`src/rtl/quadrature_position_measurement_pkg.sv`:
```
/*
 Constants for the quadrature position measurement block: register indices,
 status and command codes, timing counts, the command state type and the
 bus decode and float helpers.
 Assumes a 100 MHz system clock and a word-per-register AHB-Lite map.
*/
package quadrature_position_measurement_pkg;

   // Clock and the front-end sampling time base
   localparam int CLK_HZ      = 100_000_000;
   localparam int TIMEBASE_HZ = 5_000_000;
   localparam int TB_DIV      = CLK_HZ / TIMEBASE_HZ;
   // Longest read answer allowed to the host, and its cycle count
   localparam int RESP_MAX_MS = 4;
   localparam int RESP_MAX_CYC = (CLK_HZ / 1000) * RESP_MAX_MS;

   // Register indices; byte address is four times the index
   localparam logic [5:0] IDX_RESERVED_0      = 6'h00;
   localparam logic [5:0] IDX_CHANNEL_STATUS  = 6'h01;
   localparam logic [5:0] IDX_IRQ_LEVEL       = 6'h02;
   localparam logic [5:0] IDX_IRQ_VECTOR      = 6'h03;
   localparam logic [5:0] IDX_SCALE_FACTOR    = 6'h04;
   localparam logic [5:0] IDX_CW_LIMIT_ANGLE  = 6'h08;
   localparam logic [5:0] IDX_CCW_LIMIT_ANGLE = 6'h0c;
   localparam logic [5:0] IDX_DIRECTION       = 6'h11;
   localparam logic [5:0] IDX_CURRENT_ANGLE   = 6'h14;
   localparam logic [5:0] IDX_COMMAND         = 6'h20;
   localparam logic [5:0] IDX_CHANNEL_ID      = 6'h21;
   localparam logic [5:0] IDX_COMMAND_STATUS  = 6'h22;
   localparam logic [5:0] IDX_MODE            = 6'h23;
   localparam int         MODE_CONT_BIT       = 0;

   // Reset values
   localparam logic [7:0]  RST_BYTE = 8'h00;
   localparam logic [31:0] RST_WORD = 32'h0000_0000;

   // Channel status codes
   localparam logic [7:0] ST_NONE    = 8'h00;
   localparam logic [7:0] ST_CW_OVF  = 8'h01;
   localparam logic [7:0] ST_CCW_OVF = 8'h02;
   localparam logic [7:0] ST_CW_LIM  = 8'h03;
   localparam logic [7:0] ST_CCW_LIM = 8'h04;
   localparam logic [7:0] ST_READY   = 8'h10;

   // Commands and command status codes
   localparam logic [7:0] CMD_START      = 8'h13;
   localparam logic [7:0] CMD_READ       = 8'h15;
   localparam logic [7:0] CS_PENDING     = 8'h00;
   localparam logic [7:0] CS_ACK         = 8'h01;
   localparam logic [7:0] CS_ALLOC_ERR   = 8'h02;
   localparam logic [7:0] CS_BAD_CMD     = 8'h03;

   // Direction indicator values
   localparam logic [7:0] DIR_CW  = 8'hff;
   localparam logic [7:0] DIR_CCW = 8'h00;

   // Cycles from a count change to a fresh angle
   localparam logic [1:0] PIPE_LAT = 2'd3;

   // Float constants
   localparam logic [7:0] FLT_BIAS = 8'd127;
   localparam logic [7:0] FLT_EMAX = 8'hff;

   function automatic logic wr_hit(input logic w, input logic [5:0] a,
                                   input logic [5:0] idx);
      return w && (a == idx);
   endfunction

   // Signed count to float, truncating the low mantissa bits
   function automatic logic [31:0] int_to_float(input logic [31:0] v);
      logic        s;
      logic [31:0] m;
      logic [4:0]  p;
      logic [31:0] n;
      s = v[31];
      m = s ? (32'h0 - v) : v;
      p = 5'd0;
      for (int i = 0; i < 32; i++) begin
         if (m[i]) begin
            p = 5'(i);
         end
      end
      n = m << (5'd31 - p);
      if (m == 32'h0) begin
         return RST_WORD;
      end
      return {s, FLT_BIAS + {3'h0, p}, n[30:8]};
   endfunction

   // Float multiply; denormals flush to zero, overflow saturates to infinity
   function automatic logic [31:0] fmul(input logic [31:0] a,
                                        input logic [31:0] b);
      logic        s;
      logic [47:0] pr;
      logic [9:0]  e;
      logic [22:0] mt;
      s  = a[31] ^ b[31];
      pr = {1'b1, a[22:0]} * {1'b1, b[22:0]};
      e  = {2'h0, a[30:23]} + {2'h0, b[30:23]} - {2'h0, FLT_BIAS}
           + {9'h0, pr[47]};
      mt = pr[47] ? pr[46:24] : pr[45:23];
      if (a[30:23] == 8'h0 || b[30:23] == 8'h0 || e[9] || e == 10'h0) begin
         return RST_WORD;
      end
      if (e >= {2'h0, FLT_EMAX}) begin
         return {s, FLT_EMAX, 23'h0};
      end
      return {s, e[7:0], mt};
   endfunction

   typedef enum {CMD_IDLE, CMD_DECODE, CMD_WAIT} cmd_state_t;

endpackage

```
`src/rtl/quadrature_front_end.sv`:
```
/*
 Quadrature front end: samples the two encoder inputs on each time base
 tick and turns each edge on one line alone into one clockwise or counterclockwise pulse.
 Assumes inputs are synchronous to i_mclk and i_tick is one cycle wide.
*/
`timescale 1ns/1ps
`default_nettype none
module quadrature_front_end (
   input  wire logic i_mclk,      // System clock
   input  wire logic i_nrst,      // Synchronous reset, active low
   input  wire logic i_tick,      // Time base sample strobe
   input  wire logic i_even,      // Clockwise encoder signal
   input  wire logic i_odd,       // Counterclockwise encoder signal
   output logic      o_cw_pulse,  // One clockwise step
   output logic      o_ccw_pulse, // One counterclockwise step
   output logic      o_dir_cw     // Last motion was clockwise
);
   logic [1:0] prev;
   logic [1:0] cur;

   assign cur = {i_even, i_odd};

   always_ff @(posedge i_mclk) begin
      if (!i_nrst) begin
         prev        <= 2'h0;
         o_cw_pulse  <= 1'b0;
         o_ccw_pulse <= 1'b0;
         o_dir_cw    <= 1'b1;
      end else begin
         o_cw_pulse  <= 1'b0;
         o_ccw_pulse <= 1'b0;
         if (i_tick) begin
            prev <= cur;
            unique case ({prev, cur})
               4'b00_10, 4'b10_11, 4'b11_01, 4'b01_00: begin
                  o_cw_pulse <= 1'b1;
                  o_dir_cw   <= 1'b1;
               end
               4'b00_01, 4'b01_11, 4'b11_10, 4'b10_00: begin
                  o_ccw_pulse <= 1'b1;
                  o_dir_cw    <= 1'b0;
               end
               // No change, or both changed at once: not countable
               default: ;
            endcase
         end
      end
   end
endmodule
`default_nettype wire

```
`src/rtl/quadrature_position_measurement.sv`:
```
/*
 Quadrature position measurement for one even/odd channel pair, with its
 channel control block reached as an AHB-Lite slave (zero wait states).
 Assumes one master doing single word transfers with an idle between them.
*/
// The AHB-Lite register port is this design's own decision.
`timescale 1ns/1ps
`default_nettype none
module quadrature_position_measurement
   import quadrature_position_measurement_pkg::*;
(
   input  wire logic        i_mclk,          // 100 MHz clock
   input  wire logic        i_nrst,          // Synchronous reset, active low
   input  wire logic        i_hsel,          // AHB slave select
   input  wire logic [7:0]  i_haddr,         // AHB byte address
   input  wire logic [1:0]  i_htrans,        // AHB transfer type
   input  wire logic        i_hwrite,        // AHB write
   input  wire logic [2:0]  i_hsize,         // AHB size, word only
   input  wire logic [31:0] i_hwdata,        // AHB write data
   input  wire logic        i_hready,        // AHB bus ready
   output logic [31:0]      o_hrdata,        // AHB read data
   output logic             o_hreadyout,     // AHB slave ready
   output logic             o_hresp,         // AHB response
   input  wire logic        i_enc_even,      // Clockwise encoder input
   input  wire logic        i_enc_odd,       // Counterclockwise encoder input
   output logic             o_irq_pulse,     // Alarm interrupt request
   output logic [7:0]       o_irq_level,     // Configured interrupt level
   output logic [7:0]       o_irq_vector,    // Configured interrupt vector
   output logic             o_queue_valid,   // Alarm message queue write
   output logic [7:0]       o_queue_channel  // Channel number of the alarm
);

   logic [7:0]  qpm_channel_status;
   logic [31:0] qpm_scale_factor;
   logic [31:0] qpm_cw_limit_angle;
   logic [31:0] qpm_ccw_limit_angle;
   logic [7:0]  qpm_direction_indicator;
   logic [31:0] qpm_current_angle;
   logic [7:0]  command;
   logic [7:0]  channel_id;
   logic [7:0]  command_status;
   logic        mode_cont;
   logic        wr_q;
   logic [5:0]  addr_q;
   logic        cmd_go;
   logic        running;
   logic [4:0]  tb_cnt;
   logic        tick;
   logic        cw_pulse;
   logic        ccw_pulse;
   logic        dir_cw;
   logic [1:0]  pulse;
   logic [15:0] cnt_lo [2];
   logic [15:0] cnt_hi [2];
   logic [31:0] inc [2];
   logic [31:0] next_cnt [2];
   logic [1:0]  ovf;
   logic [31:0] diff;
   logic [31:0] diff_flt;
   logic [31:0] angle;
   logic        cw_viol;
   logic        ccw_viol;
   logic        cw_viol_q;
   logic        ccw_viol_q;
   logic        alarm_evt;
   logic [7:0]  alarm_code;
   logic        alarm_pending;
   logic        start_pulse;
   logic        read_done;
   logic [1:0]  wait_cnt;
   cmd_state_t  state;
   logic [31:0] rd_mux;

   // Zero wait states; every transfer is answered OKAY
   assign o_hreadyout = 1'b1;
   assign o_hresp     = 1'b0;
   always_ff @(posedge i_mclk) begin
      if (!i_nrst) begin
         wr_q   <= 1'b0;
         addr_q <= 6'h0;
      end else begin
         wr_q   <= i_hsel && i_htrans[1] && i_hready && i_hwrite;
         addr_q <= i_haddr[7:2];
      end
   end
   always_comb begin
      unique case (i_haddr[7:2])
         IDX_CHANNEL_STATUS:  rd_mux = {24'h0, qpm_channel_status};
         IDX_IRQ_LEVEL:       rd_mux = {24'h0, o_irq_level};
         IDX_IRQ_VECTOR:      rd_mux = {24'h0, o_irq_vector};
         IDX_SCALE_FACTOR:    rd_mux = qpm_scale_factor;
         IDX_CW_LIMIT_ANGLE:  rd_mux = qpm_cw_limit_angle;
         IDX_CCW_LIMIT_ANGLE: rd_mux = qpm_ccw_limit_angle;
         IDX_DIRECTION:       rd_mux = {24'h0, qpm_direction_indicator};
         IDX_CURRENT_ANGLE:   rd_mux = qpm_current_angle;
         IDX_COMMAND:         rd_mux = {24'h0, command};
         IDX_CHANNEL_ID:      rd_mux = {24'h0, channel_id};
         IDX_COMMAND_STATUS:  rd_mux = {24'h0, command_status};
         IDX_MODE:            rd_mux = {31'h0, mode_cont};
         default:             rd_mux = RST_WORD;
      endcase
   end
   // Read data is latched in the address phase, so it stands all data phase
   always_ff @(posedge i_mclk) begin
      if (!i_nrst) begin
         o_hrdata <= RST_WORD;
      end else if (i_hsel && i_htrans[1] && i_hready && !i_hwrite) begin
         o_hrdata <= rd_mux;
      end
   end
   always_ff @(posedge i_mclk) begin
      if (!i_nrst) begin
         o_irq_level         <= RST_BYTE;
         o_irq_vector        <= RST_BYTE;
         qpm_scale_factor    <= RST_WORD;
         qpm_cw_limit_angle  <= RST_WORD;
         qpm_ccw_limit_angle <= RST_WORD;
         channel_id          <= RST_BYTE;
         mode_cont           <= 1'b0;
      end else begin
         if (wr_hit(wr_q, addr_q, IDX_IRQ_LEVEL)) begin
            o_irq_level <= i_hwdata[7:0];
         end
         if (wr_hit(wr_q, addr_q, IDX_IRQ_VECTOR)) begin
            o_irq_vector <= i_hwdata[7:0];
         end
         if (wr_hit(wr_q, addr_q, IDX_SCALE_FACTOR)) begin
            qpm_scale_factor <= i_hwdata;
         end
         if (wr_hit(wr_q, addr_q, IDX_CW_LIMIT_ANGLE)) begin
            qpm_cw_limit_angle <= i_hwdata;
         end
         if (wr_hit(wr_q, addr_q, IDX_CCW_LIMIT_ANGLE)) begin
            qpm_ccw_limit_angle <= i_hwdata;
         end
         if (wr_hit(wr_q, addr_q, IDX_CHANNEL_ID)) begin
            channel_id <= i_hwdata[7:0];
         end
         if (wr_hit(wr_q, addr_q, IDX_MODE)) begin
            mode_cont <= i_hwdata[MODE_CONT_BIT];
         end
      end
   end
   // Time base tick, one cycle in every TB_DIV
   always_ff @(posedge i_mclk) begin
      if (!i_nrst || tb_cnt == 5'(TB_DIV - 1)) begin
         tb_cnt <= 5'h0;
      end else begin
         tb_cnt <= tb_cnt + 5'h1;
      end
   end
   assign tick = (tb_cnt == 5'(TB_DIV - 1));
   quadrature_front_end u_front_end (
      .i_mclk      (i_mclk),
      .i_nrst      (i_nrst),
      .i_tick      (tick),
      .i_even      (i_enc_even),
      .i_odd       (i_enc_odd),
      .o_cw_pulse  (cw_pulse),
      .o_ccw_pulse (ccw_pulse),
      .o_dir_cw    (dir_cw)
   );
   assign pulse = {ccw_pulse, cw_pulse};
   always_comb begin
      for (int d = 0; d < 2; d++) begin
         inc[d] = {cnt_hi[d], cnt_lo[d]} + {31'h0, pulse[d]};
         ovf[d] = pulse[d] && ({cnt_hi[d], cnt_lo[d]} == 32'hffff_ffff);
         next_cnt[d] = inc[d];
      end
      if (inc[0] != 32'h0 && inc[1] != 32'h0) begin
         if (inc[0] >= inc[1]) begin
            next_cnt[0] = inc[0] - inc[1];
            next_cnt[1] = 32'h0;
         end else begin
            next_cnt[1] = inc[1] - inc[0];
            next_cnt[0] = 32'h0;
         end
      end
   end
   // Low half is the hardware counter, high half its extension
   for (genvar g = 0; g < 2; g++) begin : g_count
      always_ff @(posedge i_mclk) begin
         if (!i_nrst || start_pulse || !running) begin
            cnt_lo[g] <= 16'h0;
            cnt_hi[g] <= 16'h0;
         end else begin
            cnt_lo[g] <= next_cnt[g][15:0];
            cnt_hi[g] <= next_cnt[g][31:16];
         end
      end
   end
   assign diff = {cnt_hi[0], cnt_lo[0]} - {cnt_hi[1], cnt_lo[1]};
   always_ff @(posedge i_mclk) begin
      if (!i_nrst || start_pulse) begin
         diff_flt <= RST_WORD;
         angle    <= RST_WORD;
      end else begin
         diff_flt <= int_to_float(diff);
         angle    <= fmul(diff_flt, qpm_scale_factor);
      end
   end
   // limits compared as magnitudes; the counterclockwise limit is a
   // positive angle measured in the counterclockwise sense
   assign cw_viol  = running && !angle[31] &&
                     (angle[30:0] > qpm_cw_limit_angle[30:0]);
   assign ccw_viol = running && angle[31] &&
                     (angle[30:0] > qpm_ccw_limit_angle[30:0]);
   always_ff @(posedge i_mclk) begin
      if (!i_nrst) begin
         cw_viol_q  <= 1'b0;
         ccw_viol_q <= 1'b0;
      end else begin
         cw_viol_q  <= cw_viol;
         ccw_viol_q <= ccw_viol;
      end
   end
   always_comb begin
      alarm_evt  = 1'b1;
      alarm_code = ST_NONE;
      if (running && ovf[0]) begin
         alarm_code = ST_CW_OVF;
      end else if (running && ovf[1]) begin
         alarm_code = ST_CCW_OVF;
      end else if (cw_viol && !cw_viol_q) begin
         alarm_code = ST_CW_LIM;
      end else if (ccw_viol && !ccw_viol_q) begin
         alarm_code = ST_CCW_LIM;
      end else begin
         alarm_evt = 1'b0;
      end
   end
   assign alarm_pending = (qpm_channel_status >= ST_CW_OVF) &&
                          (qpm_channel_status <= ST_CCW_LIM);
   // alarm blocks ready; a new event wins over the host clear
   always_ff @(posedge i_mclk) begin
      if (!i_nrst) begin
         qpm_channel_status <= ST_NONE;
      end else if (alarm_evt) begin
         qpm_channel_status <= alarm_code;
      end else if (read_done && !alarm_pending) begin
         qpm_channel_status <= ST_READY;
      end else if (wr_hit(wr_q, addr_q, IDX_CHANNEL_STATUS)) begin
         qpm_channel_status <= i_hwdata[7:0];
      end
   end
   always_ff @(posedge i_mclk) begin
      if (!i_nrst) begin
         o_irq_pulse     <= 1'b0;
         o_queue_valid   <= 1'b0;
         o_queue_channel <= RST_BYTE;
      end else begin
         o_irq_pulse   <= alarm_evt && (o_irq_level != 8'h0);
         o_queue_valid <= alarm_evt && (o_irq_level == 8'h0);
         if (alarm_evt) begin
            o_queue_channel <= channel_id;
         end
      end
   end
   // A new command write wins over the decoder taking the last one
   always_ff @(posedge i_mclk) begin
      if (!i_nrst) begin
         command <= RST_BYTE;
         cmd_go  <= 1'b0;
      end else if (wr_hit(wr_q, addr_q, IDX_COMMAND)) begin
         command <= i_hwdata[7:0];
         cmd_go  <= 1'b1;
      end else if (state == CMD_IDLE) begin
         cmd_go  <= 1'b0;
      end
   end
   assign start_pulse = (state == CMD_DECODE) && (command == CMD_START) &&
                        !channel_id[0];
   assign read_done   = (state == CMD_WAIT) && (wait_cnt == 2'h0);
   always_ff @(posedge i_mclk) begin
      if (!i_nrst) begin
         state          <= CMD_IDLE;
         wait_cnt       <= 2'h0;
         running        <= 1'b0;
         command_status <= CS_PENDING;
      end else begin
         unique case (state)
            CMD_IDLE: begin
               if (cmd_go) begin
                  state          <= CMD_DECODE;
                  command_status <= CS_PENDING;
               end
            end
            CMD_DECODE: begin
               state <= CMD_IDLE;
               if (command == CMD_START) begin
                  if (!channel_id[0]) begin
                     running        <= 1'b1;
                     command_status <= CS_ACK;
                  end else begin
                     command_status <= CS_ALLOC_ERR;
                  end
               end else if (command == CMD_READ) begin
                  if (running) begin
                     state    <= CMD_WAIT;
                     wait_cnt <= PIPE_LAT - 2'h1;
                  end else begin
                     command_status <= CS_ALLOC_ERR;
                  end
               end else begin
                  command_status <= CS_BAD_CMD;
               end
            end
            CMD_WAIT: begin
               // Waits for an angle taken from counts seen after the command
               if (wait_cnt == 2'h0) begin
                  state          <= CMD_IDLE;
                  command_status <= CS_ACK;
               end else begin
                  wait_cnt <= wait_cnt - 2'h1;
               end
            end
         endcase
      end
   end
   always_ff @(posedge i_mclk) begin
      if (!i_nrst) begin
         qpm_current_angle       <= RST_WORD;
         qpm_direction_indicator <= DIR_CCW;
      end else if (read_done || (mode_cont && running)) begin
         qpm_current_angle       <= angle;
         qpm_direction_indicator <= dir_cw ? DIR_CW : DIR_CCW;
      end
   end
endmodule
`default_nettype wire

```
`config.mk`:
```
export PLATFORM = sky130hd
export DESIGN_NAME = quadrature_position_measurement
export DESIGN_NICKNAME = d
export VERILOG_FILES = /design/src/rtl/quadrature_position_measurement_pkg.sv /design/src/rtl/quadrature_front_end.sv /design/src/rtl/quadrature_position_measurement.sv
export SDC_FILE = /design/constraint.sdc
export NUM_CORES = 2
export LEC_CHECK = 0
export BUFFER_PORTS_ARGS = -buffer_cell sky130_fd_sc_hd__buf_4
export CORE_MARGIN = 10
export CORE_UTILIZATION = 61
export DETAILED_ROUTE_END_ITERATION = 8
export GPL_ROUTABILITY_DRIVEN = 0
export GPL_TIMING_DRIVEN = 0
export PLACE_DENSITY = 0.8
export SYNTH_ARGS = -nofsm -noshare
export SYNTH_HDL_FRONTEND = slang
export SYNTH_SLANG_ARGS = --single-unit
```
`constraint.sdc`:
```
create_clock -name i_mclk -period 29.6 [get_ports i_mclk]
set_input_delay 5.92 -clock i_mclk [delete_from_list [all_inputs] [get_ports i_mclk]]
set_output_delay 5.92 -clock i_mclk [all_outputs]
set_load 0.05 [all_outputs]
```
# == Yosys cells after proc, flatten, opt, wreduce, memory -nomap -nowiden ==
# Memory sizes are Yosys's and may differ from the RTL's.
# Cells that the tools add are included.
# classes
n_eq_ne,45
n_addsub,13
multipliers,1
shifts,1
n_reduce_logical,70
bitwise,6
muxes,92
n_lt_le_gt_ge,6
# ops
op,n
32-bit one-hot mux with 12 select lines,1
32-bit 2-to-1 mux,9
5-bit 2-to-1 mux,31
64-bit 2-to-1 mux,2
32-bit logical NOT,3
32-bit one-hot mux with 3 select lines,1
32-bit subtractor,3
8-bit 2-to-1 mux,9
32-bit by 1-bit adder with 32-bit output,2
"32-bit by 2-bit == test with 1-bit output, second input constant",2
"32-bit == test, second input constant",2
16-bit 2-to-1 mux,4
32-bit nonzero test,2
31-bit greater-than comparator,2
24-bit by 24-bit multiplier with 48-bit output,1
"6-bit == test, second input constant",7
"32-bit by 1-bit == test with 1-bit output, second input constant",1
"32-bit by 3-bit == test with 1-bit output, second input constant",1
32-bit >= comparator,1
1-bit logical AND,32
32-bit by 5-bit left shift with 31-bit output,1
"1-bit by 32-bit subtractor with 32-bit output, first input constant",1
"6-bit by 2-bit == test with 1-bit output, second input constant",4
"6-bit by 4-bit == test with 1-bit output, second input constant",4
43 further kinds,108
# totals
ff_bits,346
out_inout_bits,60
n_memories,2
wordCells,267
ram_bits,64
# mem_list
name,words,width,rd,rd_clocked_by_memory_dff,wr,line_no,rtl
cnt_hi,2,16,2,0,2,quadrature_position_measurement.sv:54,logic [15:0] cnt_hi [2];
cnt_lo,2,16,2,0,2,quadrature_position_measurement.sv:53,logic [15:0] cnt_lo [2];

# == Longest topological paths before layout ==
# An unclocked memory read counts as a cell.
# depth
ltp_word,39
depth_mapped,52
depth_no_buf,47

# == Cells and area by module ==
# A second synthesis with hierarchy kept.
# unflattened
hier_cells,5538
hier_area_um2,44604.0
# modules_own_cells
mod,instances,area_per_inst_um2,cells_per_inst
quadrature_position_measurement,1,44413.8,5519
quadrature_front_end,1,190.2,19

# == Least setup slack after synthesis ==
# OpenSTA, ideal clock, no wires.
# synth_timing
path_type,reg2reg
from,reg qpm_scale_factor[5]
to,reg angle[11]
period_less_slack_ps,10756
t_arrival_ps,10642
path_stages_with_launch,52
path_slack_ps,18844
setup_time_ps,115
path_buffers,6
path_cell_list,dfxtp_1 > clkbuf_1 > clkbuf_1 > nand2_1 > fa_1 > inv_1 > fa_1 > inv_1 > fa_1 > inv_1 > fa_1 > inv_1 > fa_1 > inv_1 > fa_1 > inv_1 > fa_1 > inv_1 > (+16 left out) > nand2_1 > ha_1 > fa_1 > a21o_1 > a21oi_1 > o21bai_1 > a21oi_1 > nor2b_1 > o21ai_0 > nor2_1 > o21ai_0 > nand2_1 > nor2b_1 > a41o_1 > or2_2 > clkbuf_1 > clkbuf_1 > a2111oi_0
# synth_via
elab_chain_cells,8
elab_cells_between_ends,15
classes_between,add/sub: 1; mul: 1; order compare: 1; mux: 9; reduce/logical: 3
# synth_lines
item,line_no,rtl
"start, declared",quadrature_position_measurement.sv:34,logic [31:0] qpm_scale_factor;
"start signal, assigned",quadrature_position_measurement.sv:128,qpm_scale_factor <= i_hwdata;
24-bit by 24-bit multiplier with 48-bit output *,quadrature_position_measurement_pkg.sv:98,"pr = {1'b1, a[22:0]} * {1'b1, b[22:0]};"
10-bit by 1-bit adder with 10-bit output,quadrature_position_measurement_pkg.sv:100,"+ {9'h0, pr[47]};"
10-bit by 8-bit >= comparator with 1-bit output,quadrature_position_measurement_pkg.sv:105,"if (e >= {2'h0, FLT_EMAX}) begin"
1-bit 2-to-1 mux (2 in a row),quadrature_position_measurement_pkg.sv:105,
1-bit 2-to-1 mux,quadrature_position_measurement.sv:194,if (!i_nrst || start_pulse) begin
32-bit 2-to-1 mux,quadrature_position_measurement_pkg.sv:108,"return {s, e[7:0], mt};"
32-bit 2-to-1 mux *,quadrature_position_measurement_pkg.sv:105,
"end signal, assigned",quadrature_position_measurement.sv:199,"angle <= fmul(diff_flt, qpm_scale_factor);"
"end, declared",quadrature_position_measurement.sv:60,logic [31:0] angle;
# Mark *: on every way between the ends. The rest lies on a longest branch, timed or not. The select of a mux whose other input is x is not followed.
# A chain may end at the register's enable or synchronous reset.

# == Worst setup path in the final report ==
# layout_timing
from,reg diff_flt[8]
to,reg angle[3]
# layout_via
elab_chain_cells,8
elab_cells_between_ends,15
classes_between,add/sub: 1; mul: 1; order compare: 1; mux: 9; reduce/logical: 3
# layout_lines
item,line_no,rtl
"start, declared",quadrature_position_measurement.sv:59,logic [31:0] diff_flt;
"start signal, assigned",quadrature_position_measurement.sv:198,diff_flt <= int_to_float(diff);
24-bit by 24-bit multiplier with 48-bit output *,quadrature_position_measurement_pkg.sv:98,
10-bit by 1-bit adder with 10-bit output,quadrature_position_measurement_pkg.sv:100,
10-bit by 8-bit >= comparator with 1-bit output,quadrature_position_measurement_pkg.sv:105,
1-bit 2-to-1 mux (2 in a row),quadrature_position_measurement_pkg.sv:105,
1-bit 2-to-1 mux,quadrature_position_measurement.sv:194,
32-bit 2-to-1 mux,quadrature_position_measurement_pkg.sv:108,
32-bit 2-to-1 mux *,quadrature_position_measurement_pkg.sv:105,
# Marks and branches as above.

==> impl_metrics.env <==
export IMPL_route_antenna_remaining_nets=0
export IMPL_cp_arrival_ps=14240
export IMPL_synth_flop_cell="dfxtp_1"
export IMPL_synthesis_area_um2=44100
export IMPL_relSlewSlack_pct=11.3
export IMPL_antenna_found_initial=6
export IMPL_r2r_end="angle[3]$_SDFF_PP0_"
export IMPL_r2r_start="diff_flt[8]$_SDFF_PP0_"
export IMPL_drtPass1Iterations=9
export IMPL_cts_hold_buf=0
export IMPL_die_width_um=289
export IMPL_clk_latency_ps=580
export IMPL_start_util_pct=61.6
export IMPL_synth_most_common_cell="inv_1"
export IMPL_netlist_area_leader_share_pct=22.0
export IMPL_syn_nets=6393
export IMPL_vias_per_cell=6.21
export IMPL_post_route_util_pct=66.1
export IMPL_synth_compound_area_share_pct=14.6
export IMPL_post_cts_setup_buffers=0
export IMPL_fillers=5949
export IMPL_drv_slew=0
export IMPL_leakage_nw=21.2
export IMPL_status="finished, violations left"
export IMPL_clk_path_buf_depth=3
export IMPL_root_buffer="clkbuf_16"
export IMPL_min_to="qpm_current_angle[21]$_SDFFE_PN0P_"
export IMPL_timing_final_crit_share_pct=46.8
export IMPL_grt_start_max_net_pins=15
export IMPL_holdWs_ps=452
export IMPL_grt_pass1_wl_um=219000
export IMPL_drive_gt1_share_pct=5.26
export IMPL_vias=41158
export IMPL_drt_total_wl_um=140000
export IMPL_hold_path_class="reg -> reg"
export IMPL_cts_resized=0
export IMPL_ys_warnings_count=0
export IMPL_core_area_um2=71600
export IMPL_violations="design-rule violations"
export IMPL_cp_common_cell="fa_1"
export IMPL_synth_common_cells="inv_1 (778), nand2_1 (767), fa_1 (485), a21oi_1 (385), dfxtp_1 (367)"
export IMPL_drc=2
export IMPL_rr_worst_depth=50
export IMPL_async_flop_share_pct=0
export IMPL_clock_sinks=367
export IMPL_critPathBufInv=12
export IMPL_tritoncts="yes"
export IMPL_power_density_nw_per_um2=22.3
export IMPL_fin_tns_setup_ps=0
export IMPL_io_pins=112
export IMPL_wl_per_cell_um=21.1
export IMPL_max_freq_mhz=72.2
export IMPL_synth_edff_count=0
export IMPL_reg2reg_slack_ps=15750
export IMPL_htree_levels=2
export IMPL_crit_required_ps=30000
export IMPL_final_setup_skew_ps=28.2
export IMPL_hp_start="qpm_current_angle[21]$_SDFFE_PN0P_"
export IMPL_critPathMaxStageDelay_ps=690
export IMPL_seq_area_frac_synth_pct=16.7
export IMPL_io_buffers=93
export IMPL_dieArea_um2=83500
export IMPL_yosys_area_share_simple_pct=20.2
export IMPL_dp_slack_ps=16020
export IMPL_synth_mux_area_share_pct=3.35
export IMPL_finalSetupViolCount=0
export IMPL_grt_overflow_total=0
export IMPL_syn_area_per_cell_um2=8.01
export IMPL_fin_nets=6529
export IMPL_synth_area_leaders="fa_1 (22%), dfxtp_1 (17%), ha_1 (10%)"
export IMPL_syn_inst=5505
export IMPL_ys_seq_elements=367
export IMPL_crit_slowest_cell="clkbuf_1"
export IMPL_worst_ir_drop_vdd_v=0.0000518
export IMPL_synth_top_family_by_area="adder cells"
export IMPL_synth_adder_area_share_pct=32.0
export IMPL_startpoint="diff_flt[8]$_SDFF_PP0_"
export IMPL_die_h_um=289
export IMPL_cap_violations=0
export IMPL_final_hold_viol_count=0
export IMPL_start_kind="flop"
export IMPL_min_period_ps=13850
export IMPL_first_global_vias=40282
export IMPL_min_path_cells=2
export IMPL_synthXorXnorAreaFrac_pct=3.89
export IMPL_path_delay_family="adder cells"
export IMPL_drt_initial_drc_count=4719
export IMPL_rows=98
export IMPL_ys_types=102
export IMPL_worstPathMaxFanout=10
export IMPL_rsz0062_at_grt="no"
export IMPL_numCtsBuffers=39
export IMPL_path_depth=50
export IMPL_fin_ws_ps=15750
export IMPL_worst_pin_slew_ps=1320
export IMPL_dp_hpwl_um=112000
export IMPL_track_usage_pct=33.0
export IMPL_area_delta_synth_final_pct=7.33
export IMPL_crit_path_end_kind="flop"
export IMPL_synth_area_leader_cell="fa_1"
export IMPL_path_class="reg -> reg"
export IMPL_clk_pin_slew_ps=70
[through the flow]
stage               instances  power (W)  instance area [um2]
floorplan                5505   0.000539                44100
global placement         6548   0.000558                46000
detailed placement       6549   0.000559                46000
CTS                      6619    0.00105                47300
global route             6621    0.00108                47300
finish                   6623    0.00106                47300
[where the power goes]
part	leakage [nW]	switching [W]	internal (W)
clock	0.641	0.000220	0.000287
combinational	17.6	0.0000360	0.0000142
sequential	2.96	0.00000264	0.000497
[layer usage]
| layer | wire (um) | GRT usage (%) | up-vias | part of all wire (%) |
|---|---|---|---|---|
| met2 | 62700 | 52.4 | 2511 | 45 |
| li1 | - | - | 18414 | - |
| met3 | 17700 | 8.88 | 551 | 13 |
| met4 | 7440 | 15.6 | 10 | 5.3 |
| met5 | 65 | 0 | - | 0.046 |
| met1 | 52000 | 41.4 | 19672 | 37 |
[worst register-to-register path, delay by kind of cell, from the launching register on]
family | cells | cell delay (ps)
fa+ha+maj | 10 | 4500
flops | 1 | 420
buf+inv | 12 | 2590
compound gates | 17 | 3980
simple gates | 10 | 2050
xor+xnor | 1 | 160
[how the worst max path moves through the flow]
stage                            to  slack (ps)
4_1_cts         angle[3]$_SDFF_PP0_       15940
3_3_place_gp    angle[3]$_SDFF_PP0_       16240
3_5_place_dp    angle[3]$_SDFF_PP0_       16020
6_report        angle[3]$_SDFF_PP0_       15750
2_1_floorplan  angle[11]$_SDFF_PP0_       18840
5_1_grt         angle[3]$_SDFF_PP0_       15250
[cells in the final DEF (no fill, tap or decap), types with 56 or more instances in the layout]
master / n
inv_1: 778
nand2_1: 767
fa_1: 485
a21oi_1: 385
dfxtp_1: 367
nor2_1: 366
ha_1: 351
clkbuf_1: 250
and2_1: 240
o21ai_0: 152
xnor2_1: 131
nor3_1: 115
nand3_1: 108
mux2i_1: 106
buf_4: 101
a21o_1: 65
xor2_1: 61
a211oi_1: 56
[sequential cells by signal (all words and copies together), names as in the netlist, 5 cells and up]
| name | count |
|---|---|
| addr_q | 6 |
| angle | 32 |
| channel_id | 8 |
| cnt_hi | 32 |
| cnt_lo | 32 |
| command | 8 |
| diff_flt | 32 |
| o_hrdata | 32 |
| o_irq_level | 8 |
| o_irq_vector | 8 |
| o_queue_channel | 8 |
| qpm_ccw_limit_angle | 32 |
| qpm_channel_status | 8 |
| qpm_current_angle | 32 |
| qpm_cw_limit_angle | 32 |
| qpm_scale_factor | 32 |
| tb_cnt | 5 |
[cell families (layout without fill, tap and decap cells)]
family / after synthesis / count (layout)
muxes: 143 / 143
xor gates and xnor gates: 194 / 194
buffers and inverters: 1073 / 1238
DFF: 367 / 367
other: 2 / 5
AOI/OAI and AO/OA: 991 / 991
adders and majority gates: 836 / 836
and+or+nand+nor: 1899 / 1899
[area by class of cell]
type	count	area [um2]	share of cell area, %
antenna	3	7.51	0.0159
multi-input combinational	4065	32700	69.0
timing repair buffer	95	713	1.51
tap	950	1190	2.51
clock buffer	50	1070	2.25
inverter	782	2940	6.20
clock inverter	20	235	0.497
buffer	291	1170	2.47
sequential	367	7350	15.5
No activity file was read; power rests on OpenSTA's default activity.
